--- src/rtl/i2cs_pkg.sv ---
// Purpose: shared constants and types for the i2c master transaction sequencer
// Assumes: core clock at 200 MHz, standard-mode SCL
// Notes: every count derives from a time in its own unit and the clock rate
package i2cs_pkg;

    // ==========================================================
    // timing
    localparam int CLK_PERIOD_PS = 5000;
    localparam int SCL_PERIOD_NS = 10000;
    // one SCL period is cut into four quarters; a longest time rounds down
    localparam int QUARTER_CYCLES = (SCL_PERIOD_NS * 1000 / 4) / CLK_PERIOD_PS;

    // ==========================================================
    // byte framing and reset values
    localparam int BYTE_BITS = 8;
    localparam logic [7:0] DATA_RESET = 8'h00;
    localparam logic TX_EMPTY_RESET = 1'b1;

    // ==========================================================
    // types
    typedef enum logic [2:0] {
        ST_IDLE,
        ST_WAIT_DATA,
        ST_START,
        ST_SHIFT,
        ST_ACK,
        ST_PAUSE,
        ST_STOP
    } i2cs_state_type;

    // one-cycle software strobes with the byte that a data write carries
    typedef struct packed {
        logic start_set;
        logic stop_set;
        logic flush;
        logic data_wr;
        logic [7:0] data;
    } i2cs_cmd_type;

    // open-drain enables: high pulls the line low
    typedef struct packed {
        logic scl_oe;
        logic sda_oe;
    } i2cs_drive_type;

endpackage : i2cs_pkg

--- src/rtl/i2cs_sequencer.sv ---
// Purpose: master write and address-only transaction sequencing on SDA/SCL
// Assumes: software drives the control strobes on core_clk; pins are open drain
// Notes: each bit takes four quarter ticks; SCL is made here, not sampled
//
// Overview of operation
// - start request plus waiting byte gives START, then shift register loads.
// - after first address bit shifts out, empty flag sets and irq asserts.
// - during a data byte the transmit irq asserts after its first bit.
// - data register copies into shift register before each next byte.
// - ack status is one when slave holds SDA low, else zero.
// - nack with no stop or start request sets nack flag and interrupt.
// - after STOP following a nack, stop request and nack flag clear.
// - stop or start already requested suppresses the nack interrupt.
// - after final byte send STOP or repeated START, clear that request.
// - probe sends START, address, samples ack, STOP, then clears stop request.
// - no START until start request is set and data register written.
// - a data register write clears the empty flag unless a flush or the first-bit set comes in the same cycle.
// - empty flag at ack cycle without stop or start stalls the bus.
// - after a nack stay paused until stop or start request is set.
`timescale 1ns/100ps
module i2cs_sequencer #(
    parameter int QUARTER_CYCLES = i2cs_pkg::QUARTER_CYCLES
) (
    input wire logic core_clk,
    input wire logic arst_n,
    input wire logic controller_enable,
    input wire logic transmit_irq_enable,
    input wire i2cs_pkg::i2cs_cmd_type cmd,
    input wire logic sda_i,
    output logic sda_o,
    output logic sda_oe,
    output logic scl_o,
    output logic scl_oe,
    output logic start_req,
    output logic stop_req,
    output logic transmit_empty_flag,
    output logic not_acknowledge_flag,
    output logic ack_status,
    output logic busy,
    output logic irq
);

    i2cs_pkg::i2cs_state_type state_q, state_d;
    logic [1:0] phase_q, phase_d;
    logic [2:0] bit_q, bit_d;
    logic [7:0] shift_q, shift_d;
    logic [7:0] data_q, data_d;
    logic empty_q, empty_d;
    logic start_q, start_d;
    logic stop_q, stop_d;
    logic nack_q, nack_d;
    logic ack_q, ack_d;
    logic busy_q, busy_d;
    logic irq_q, irq_d;
    i2cs_pkg::i2cs_drive_type drv_q, drv_d;
    logic sda_meta_q, sda_sync_q, zero_q, tick;

    i2cs_quarter_tick #(
        .QUARTER_CYCLES(QUARTER_CYCLES)
    ) u_tick (
        .core_clk(core_clk),
        .arst_n(arst_n),
        .tick(tick)
    );

    // ==========================================================
    // pin synchroniser: SDA comes from another domain
    always_ff @(posedge core_clk or negedge arst_n)
    begin
        if (!arst_n)
        begin
            sda_meta_q <= 1'b1;
            sda_sync_q <= 1'b1;
            zero_q <= 1'b0;
        end
        else
        begin
            sda_meta_q <= sda_i;
            sda_sync_q <= sda_meta_q;
            zero_q <= 1'b0;
        end
    end

    // ==========================================================
    // sequencer next state
    always_comb
    begin
        state_d = state_q;
        phase_d = phase_q;
        bit_d = bit_q;
        shift_d = shift_q;
        start_d = start_q | cmd.start_set;
        stop_d = stop_q | cmd.stop_set;
        nack_d = nack_q;
        ack_d = ack_q;
        drv_d = drv_q;
        // software side of the data register; a flush beats a same-cycle write
        data_d = cmd.data_wr ? cmd.data : data_q;
        empty_d = cmd.flush | (empty_q & ~cmd.data_wr);
        if (!controller_enable)
        begin
            // disabling drops the bus at once; no clean stop is attempted
            state_d = i2cs_pkg::ST_IDLE;
            phase_d = 2'd0;
            drv_d = '0;
        end
        else if (tick)
        begin
            phase_d = phase_q + 2'd1;
            case (state_q)
                i2cs_pkg::ST_IDLE:
                begin
                    phase_d = 2'd0;
                    drv_d = '0;
                    if (start_q && !empty_q)
                    begin
                        state_d = i2cs_pkg::ST_START;
                    end
                end
                i2cs_pkg::ST_WAIT_DATA:
                begin
                    // restart waits with SCL low for the next address byte
                    phase_d = 2'd0;
                    drv_d.sda_oe = 1'b0;
                    if (!empty_q)
                    begin
                        state_d = i2cs_pkg::ST_START;
                    end
                end
                i2cs_pkg::ST_START:
                begin
                    case (phase_q)
                        2'd0: drv_d = '0;
                        2'd1: drv_d.sda_oe = 1'b1; // SDA falls while SCL high
                        2'd2: drv_d.scl_oe = 1'b1;
                        default:
                        begin
                            shift_d = data_q;
                            start_d = cmd.start_set;
                            nack_d = 1'b0;
                            bit_d = 3'd0;
                            state_d = i2cs_pkg::ST_SHIFT;
                        end
                    endcase
                end
                i2cs_pkg::ST_SHIFT:
                begin
                    case (phase_q)
                        2'd0: drv_d.sda_oe = ~shift_q[7];
                        2'd1: drv_d.scl_oe = 1'b0;
                        2'd2: drv_d.scl_oe = 1'b0;
                        default:
                        begin
                            drv_d.scl_oe = 1'b1;
                            shift_d = {shift_q[6:0], 1'b0};
                            bit_d = bit_q + 3'd1;
                            empty_d = empty_d | (bit_q == 3'd0); // set wins
                            if (bit_q == 3'(i2cs_pkg::BYTE_BITS - 1))
                            begin
                                state_d = i2cs_pkg::ST_ACK;
                            end
                        end
                    endcase
                end
                i2cs_pkg::ST_ACK:
                begin
                    case (phase_q)
                        2'd0:
                        begin
                            drv_d.sda_oe = 1'b0;
                            if (empty_q && !start_q && !stop_q)
                            begin
                                phase_d = 2'd0; // stall with SCL low
                            end
                        end
                        2'd1: drv_d.scl_oe = 1'b0;
                        2'd2: ack_d = ~sda_sync_q;
                        default:
                        begin
                            drv_d.scl_oe = 1'b1;
                            if (stop_q)
                            begin
                                state_d = i2cs_pkg::ST_STOP;
                            end
                            else if (start_q)
                            begin
                                state_d = i2cs_pkg::ST_WAIT_DATA;
                            end
                            else if (!ack_q)
                            begin
                                nack_d = 1'b1;
                                state_d = i2cs_pkg::ST_PAUSE;
                            end
                            else
                            begin
                                shift_d = data_q;
                                bit_d = 3'd0;
                                state_d = i2cs_pkg::ST_SHIFT;
                            end
                        end
                    endcase
                end
                i2cs_pkg::ST_PAUSE:
                begin
                    phase_d = 2'd0;
                    if (stop_q)
                    begin
                        state_d = i2cs_pkg::ST_STOP;
                    end
                    else if (start_q)
                    begin
                        state_d = i2cs_pkg::ST_WAIT_DATA;
                    end
                end
                default:
                begin
                    case (phase_q)
                        2'd0: drv_d.sda_oe = 1'b1;
                        2'd1: drv_d.scl_oe = 1'b0;
                        2'd2: drv_d.sda_oe = 1'b0; // SDA rises while SCL high
                        default:
                        begin
                            stop_d = cmd.stop_set;
                            nack_d = 1'b0;
                            state_d = i2cs_pkg::ST_IDLE;
                        end
                    endcase
                end
            endcase
        end
        busy_d = (state_d != i2cs_pkg::ST_IDLE);
        // transmit irq is masked by its enable; nack needs only the controller enable
        irq_d = controller_enable &
            ((empty_d & transmit_irq_enable) | nack_d);
    end

    always_ff @(posedge core_clk or negedge arst_n)
    begin
        if (!arst_n)
        begin
            state_q <= i2cs_pkg::ST_IDLE;
            phase_q <= 2'd0;
            bit_q <= 3'd0;
            shift_q <= i2cs_pkg::DATA_RESET;
            data_q <= i2cs_pkg::DATA_RESET;
            empty_q <= i2cs_pkg::TX_EMPTY_RESET;
            start_q <= 1'b0;
            stop_q <= 1'b0;
            nack_q <= 1'b0;
            ack_q <= 1'b0;
            busy_q <= 1'b0;
            irq_q <= 1'b0;
            drv_q <= '0;
        end
        else
        begin
            state_q <= state_d;
            phase_q <= phase_d;
            bit_q <= bit_d;
            shift_q <= shift_d;
            data_q <= data_d;
            empty_q <= empty_d;
            start_q <= start_d;
            stop_q <= stop_d;
            nack_q <= nack_d;
            ack_q <= ack_d;
            busy_q <= busy_d;
            irq_q <= irq_d;
            drv_q <= drv_d;
        end
    end

    // ==========================================================
    // outputs, all straight from flops
    assign sda_o = zero_q;
    assign scl_o = zero_q;
    assign sda_oe = drv_q.sda_oe;
    assign scl_oe = drv_q.scl_oe;
    assign start_req = start_q;
    assign stop_req = stop_q;
    assign transmit_empty_flag = empty_q;
    assign not_acknowledge_flag = nack_q;
    assign ack_status = ack_q;
    assign busy = busy_q;
    assign irq = irq_q;

endmodule : i2cs_sequencer

--- src/rtl/i2cs_quarter_tick.sv ---
// Purpose: divides the core clock down to a quarter-period tick for SCL
// Assumes: QUARTER_CYCLES of at least two
// Notes: free running; the sequencer steps one phase per tick
`timescale 1ns/100ps
module i2cs_quarter_tick #(
    parameter int QUARTER_CYCLES = i2cs_pkg::QUARTER_CYCLES
) (
    input wire logic core_clk,
    input wire logic arst_n,
    output logic tick
);

    localparam int CW = $clog2(QUARTER_CYCLES);
    localparam logic [CW-1:0] LAST = CW'(QUARTER_CYCLES - 1);

    logic [CW-1:0] cnt_q;
    logic [CW-1:0] cnt_d;
    logic tick_q;
    logic tick_d;

    // ==========================================================
    // divider
    always_comb
    begin
        cnt_d = (cnt_q == LAST) ? '0 : cnt_q + 1'b1;
        tick_d = (cnt_q == LAST);
    end

    always_ff @(posedge core_clk or negedge arst_n)
    begin
        if (!arst_n)
        begin
            cnt_q <= '0;
            tick_q <= 1'b0;
        end
        else
        begin
            cnt_q <= cnt_d;
            tick_q <= tick_d;
        end
    end

    assign tick = tick_q;

endmodule : i2cs_quarter_tick

--- config.mk ---
export PLATFORM = sky130hd
export DESIGN_NAME = i2cs_sequencer
export DESIGN_NICKNAME = d
export VERILOG_FILES = /design/src/rtl/i2cs_pkg.sv /design/src/rtl/i2cs_sequencer.sv /design/src/rtl/i2cs_quarter_tick.sv
export SDC_FILE = /design/constraint.sdc
export NUM_CORES = 1
export LEC_CHECK = 0
export ABC_AREA = 1
export ABC_CLOCK_PERIOD_IN_PS = 2100
export BUFFER_PORTS_ARGS = -buffer_cell sky130_fd_sc_hd__buf_2
export CAP_MARGIN = 20
export CORE_MARGIN = 5
export CORE_UTILIZATION = 58
export CTS_CLUSTER_DIAMETER = 100
export DETAILED_ROUTE_END_ITERATION = 16
export GPL_ROUTABILITY_DRIVEN = 0
export MAX_ROUTING_LAYER = met4
export PLACE_DENSITY = 0.79
export SKIP_LAST_GASP = 1
export SLEW_MARGIN = 20
export SYNTH_ARGS = -nofsm -noshare
export SYNTH_HDL_FRONTEND = slang
export SYNTH_HIERARCHICAL = 1
export SYNTH_SLANG_ARGS = --single-unit
--- constraint.sdc ---
create_clock -name core_clk -period 2.1 [get_ports core_clk]
set_input_delay 0.105 -clock core_clk [delete_from_list [all_inputs] [get_ports core_clk]]
set_output_delay 0.105 -clock core_clk [all_outputs]
set_load 0.01 [all_outputs]
==> results by stage <==
Setup path:
- The critical path data required time is roughly 2.3 ns.
- The worst setup path is captured at a flop.
- Of all nets on the critical path, the largest fanout is 14.
- The critical path arrival is between 2 and 2.5 ns.
- The worst setup path is of the reg -> reg kind.
- The launching element type of the critical path is a flop.

Global route:
- Global routing used approximately a fifth of the available tracks.
- The first global-routing pass estimated about 8900 um of wire.
- The leftover overflow at the end of global routing is 0.
- The via count of the first global-routing pass came to slightly above 2000.
- Entering global routing, the biggest net connects between 40 and 50 pins.
- The number of antenna violations at the first check in global routing was 0.

Route:
- Summing over every cut layer, the via total after detailed routing is 2116.
- The pre-antenna-repair detailed-routing pass consisted of 4 iterations.
- The routed design has slightly above 5000 um of wire.
- For this block, the initial DRC count from the detailed router was between 150 and 200.
- The mean number of vias per cell is 5.29.
- The number of nets with antenna violations after detailed routing is 0.
- The residual DRC count is 0.
- In the final routed layout, each cell accounts on average for ~13 um.

Logic synthesis:
- The cell area after technology mapping is 2480 um^2.
- The most frequently used cell type in the post-synthesis netlist is nand2_1.
- The share of synthesized area occupied by flip-flops and latches is between 40% and 50%.
- The share of Yosys cell area claimed by the top area cell type is a little over two fifths.
- The post-synthesis instance total is 314.
- dfrtp_1 takes more of the synthesized area than any other cell.
- By count the netlist is led by nand2_1, inv_1, dfrtp_1, nor2_1, o21ai_0.
- The average cell area after synthesis is approximately 8 um^2.
- The proportion of synthesized flip-flops having asynchronous set or reset is 100%.
- In the synthesized netlist the dominant register cell turns out to be dfrtp_1.
- For this run, the number of Yosys warnings is 6.
- The synthesized design contains between 40 and 50 register bits.
- After synthesis, the netlist uses 33 different library cells.
- By area the synthesized netlist is led by dfrtp_1, nand2_1, inv_1.
- The number of enable flip-flop cells after synthesis is 0.

Floorplanning:
- The floorplan step set the die width to about 75 um.
- The floorplan core area is around 4100 um^2.
- The y dimension of the die is around 75 um.
- The floorplan has 23 rows.
- The floorplan step defined a die boundary enclosing ~5700 um^2.
- The initial utilization of the core area, before any placement, comes to roughly 60%.
- The count of pins on the block boundary is 28.

STA:
- The peak clock frequency supported by timing is roughly 540 MHz.
- Between clock sinks in the finished design, the worst skew comes to between 0.006 and 0.007 ns.
- The final count of pins violating max slew came to 0.
- The final critical path takes up around nine tenths of the cycle.
- The worst slew slack as a fraction of its limit is between 60% and 70%.
- Setup repair after global routing left no endpoint under its margin.
- For the pin with the worst max-slew slack, the measured transition is about 0.55 ns.
- The post-layout minimum cycle time is between 1.5 and 2 ns.
- Setup violations remaining at the end of the flow were counted as 0.
- Adding up every negative setup slack in the final design gives 0 ns.
- The total count of hold-check failures in the final report is 0.

Hold path:
- The class of the worst hold path is in -> reg.

Clock tree:
- For the worst-skew pair, the clock arrives at the later sink with an insertion delay of 0.30 ns.
- The CTS sink count is 45.
- Clock-pin slew was measured on the worst setup and hold paths at roughly 0.08 ns.
- TritonCTS created 5 clock buffers.
- The maximum root-to-sink buffer count is 2.
- The number of H-tree levels is 2.
- In this run, post-CTS repair resized a total of 0 instances.
- Clock tree synthesis selected as its root buffer the cell clkbuf_8.
- The TritonCTS clock tree is built.

Layout:
- The sequential cells in the finished layout cover a total of 1130 um^2.
- The antenna diode count is 0.
- Leaving out filler cells and counting taps, the final layout contains 400.
- The net count of the finished layout is ~370.
- The area of the multi-input gates is between 1000 and 1500 um^2.
- The area growth from synthesis to layout is 13.0%.
- In the final layout, the share of cells above drive strength 1 is 17.7%.
- The number of fillers in the final layout is 338.
- The post-route core utilization is 68.7%.

Placed design:
- The number of placed instances, taps included is between 300 and 400.
- During placement, the flow inserted port buffers numbering 25.
- The estimated wirelength of the detail-placed design is 3710 um.

Power:
- In this run the static leakage power is approximately 1.5 nW.
- Dividing total power by cell area gives a power density of around 550 nW/um^2.
- The completed layout was analyzed and its total power is ~1.6 mW.
- IR analysis of the VDD net gives a maximum drop of between 0.0004 and 0.0005 V.

Run:
- The count of max-cap constraint violations is 0.

Run status:
- The flow ran to the end, and the final reports show no timing, DRC or antenna violations.
==> cells in the final DEF, fill, tap and decap left out, types with 5 or more instances in the layout <==
master         Yosys  layout
a21oi_1           10      10
buf_2              1      25
clkbuf_8           0       7
dfrtp_1           42      42
dlygate4sd3_1      0       5
ha_1               8       8
inv_1             43      43
nand2_1           77      77
nand3_1           22      22
nor2_1            32      32
nor2_2             5       5
o211ai_1           8       8
o21ai_0           25      25
==> sequential cells by signal, indices dropped and copies added (netlist names) <==
signal and count:
bit_q 3, irq 1, sda_oe 1, phase_q 2
transmit_empty_flag 1, data_q 8, sda_sync_q 1, scl_oe 1
shift_q 8, not_acknowledge_flag 1, ack_status 1, u_tick/tick 1
start_req 1, state_q 3, sda_meta_q 1, u_tick/cnt_q 9
busy 1, stop_req 1
==> path summary, 6_finish.rpt <==
path                                 start             endpoint  slack (ns)  depth (start not counted)
worst max register to register  phase_q[0]           shift_q[3]        0.24                          9
min in group asynchronous           arst_n            start_req        0.41                          3
worst min-delay path                cmd[5]            data_q[5]        0.01                          3
worst max-delay path            phase_q[0]           shift_q[3]        0.24                          9
max in group asynchronous           arst_n  transmit_empty_flag        1.31                          3
worst min register to register  sda_meta_q           sda_sync_q        0.36                          0
==> critical path: stages (launching register included) <==
cell and delay, ns:
dfrtp_1 0.38, ha_1 0.26, inv_2 0.08, nor2_1 0.17, nand3_1 0.09, nand2_1 0.11
nand3_4 0.13, nor2_4 0.32, o211ai_1 0.17, nand2_1 0.09
==> per-layer routing <==
metal / vias up / part of all wire [%] / GRT usage [%]
met2: 54 / 49 / 35.4
met4: 0 / 1.8 / 8.93
met5: - / 0 / -
li1: 1077 / - / -
met1: 973 / 43 / 24.5
met3: 12 / 5.9 / 4.62
==> report_power, final <==
group          leakage (nW)  total [mW]  switching [mW]  internal [mW]
Combinational         0.870      0.0871          0.0534         0.0337
Sequential            0.562       0.891         0.00500          0.886
Clock                0.0542       0.573           0.276          0.297
Total                  1.49        1.55           0.334           1.22
==> repair_timing <==
item	4_1_cts	5_1_grt
buffers inserted	0	0
hold endpoints to repair	46	0
hold buffers	5	0
==> stage by stage <==
stage / instance area, um^2 / setup WS (ns) / hold WS [ns]
2_1_floorplan: 2490 / 0.589 / -0.191
3_3_place_gp: 2660 / 0.415 / 0.211
3_5_place_dp: 2660 / 0.300 / 0.212
4_1_cts: 2810 / 0.245 / 0.000195
5_1_grt: 2810 / 0.114 / 0.0157
6_report: 2810 / 0.244 / 0.0123
==> cells by family (layout without fill, tap and decap cells) <==
family | after synthesis | in the layout | synth area share, %
other | 1 | 2 | 0.151
multiplexers | 1 | 1 | 0.453
XOR/XNOR | 3 | 3 | 1.06
flip-flops | 45 | 45 | 45.5
adder cells (fa/ha/maj) | 8 | 8 | 4.03
buffers and inverters | 52 | 87 | 9.01
AO/OA/AOI/OAI | 52 | 52 | 12.3
AND/OR/NAND/NOR | 152 | 152 | 27.5
==> cell type report <==
class                   count  share of cell area [%]
repair buffers             34                    7.31
flip-flops and latches     45                    40.2
well taps                  50                    2.23
multi-input cells         218                    40.4
clock inverters             1                   0.178
inverters                  45                    6.19
clock buffers               7                    3.43
(Power assumes the default switching activity.)
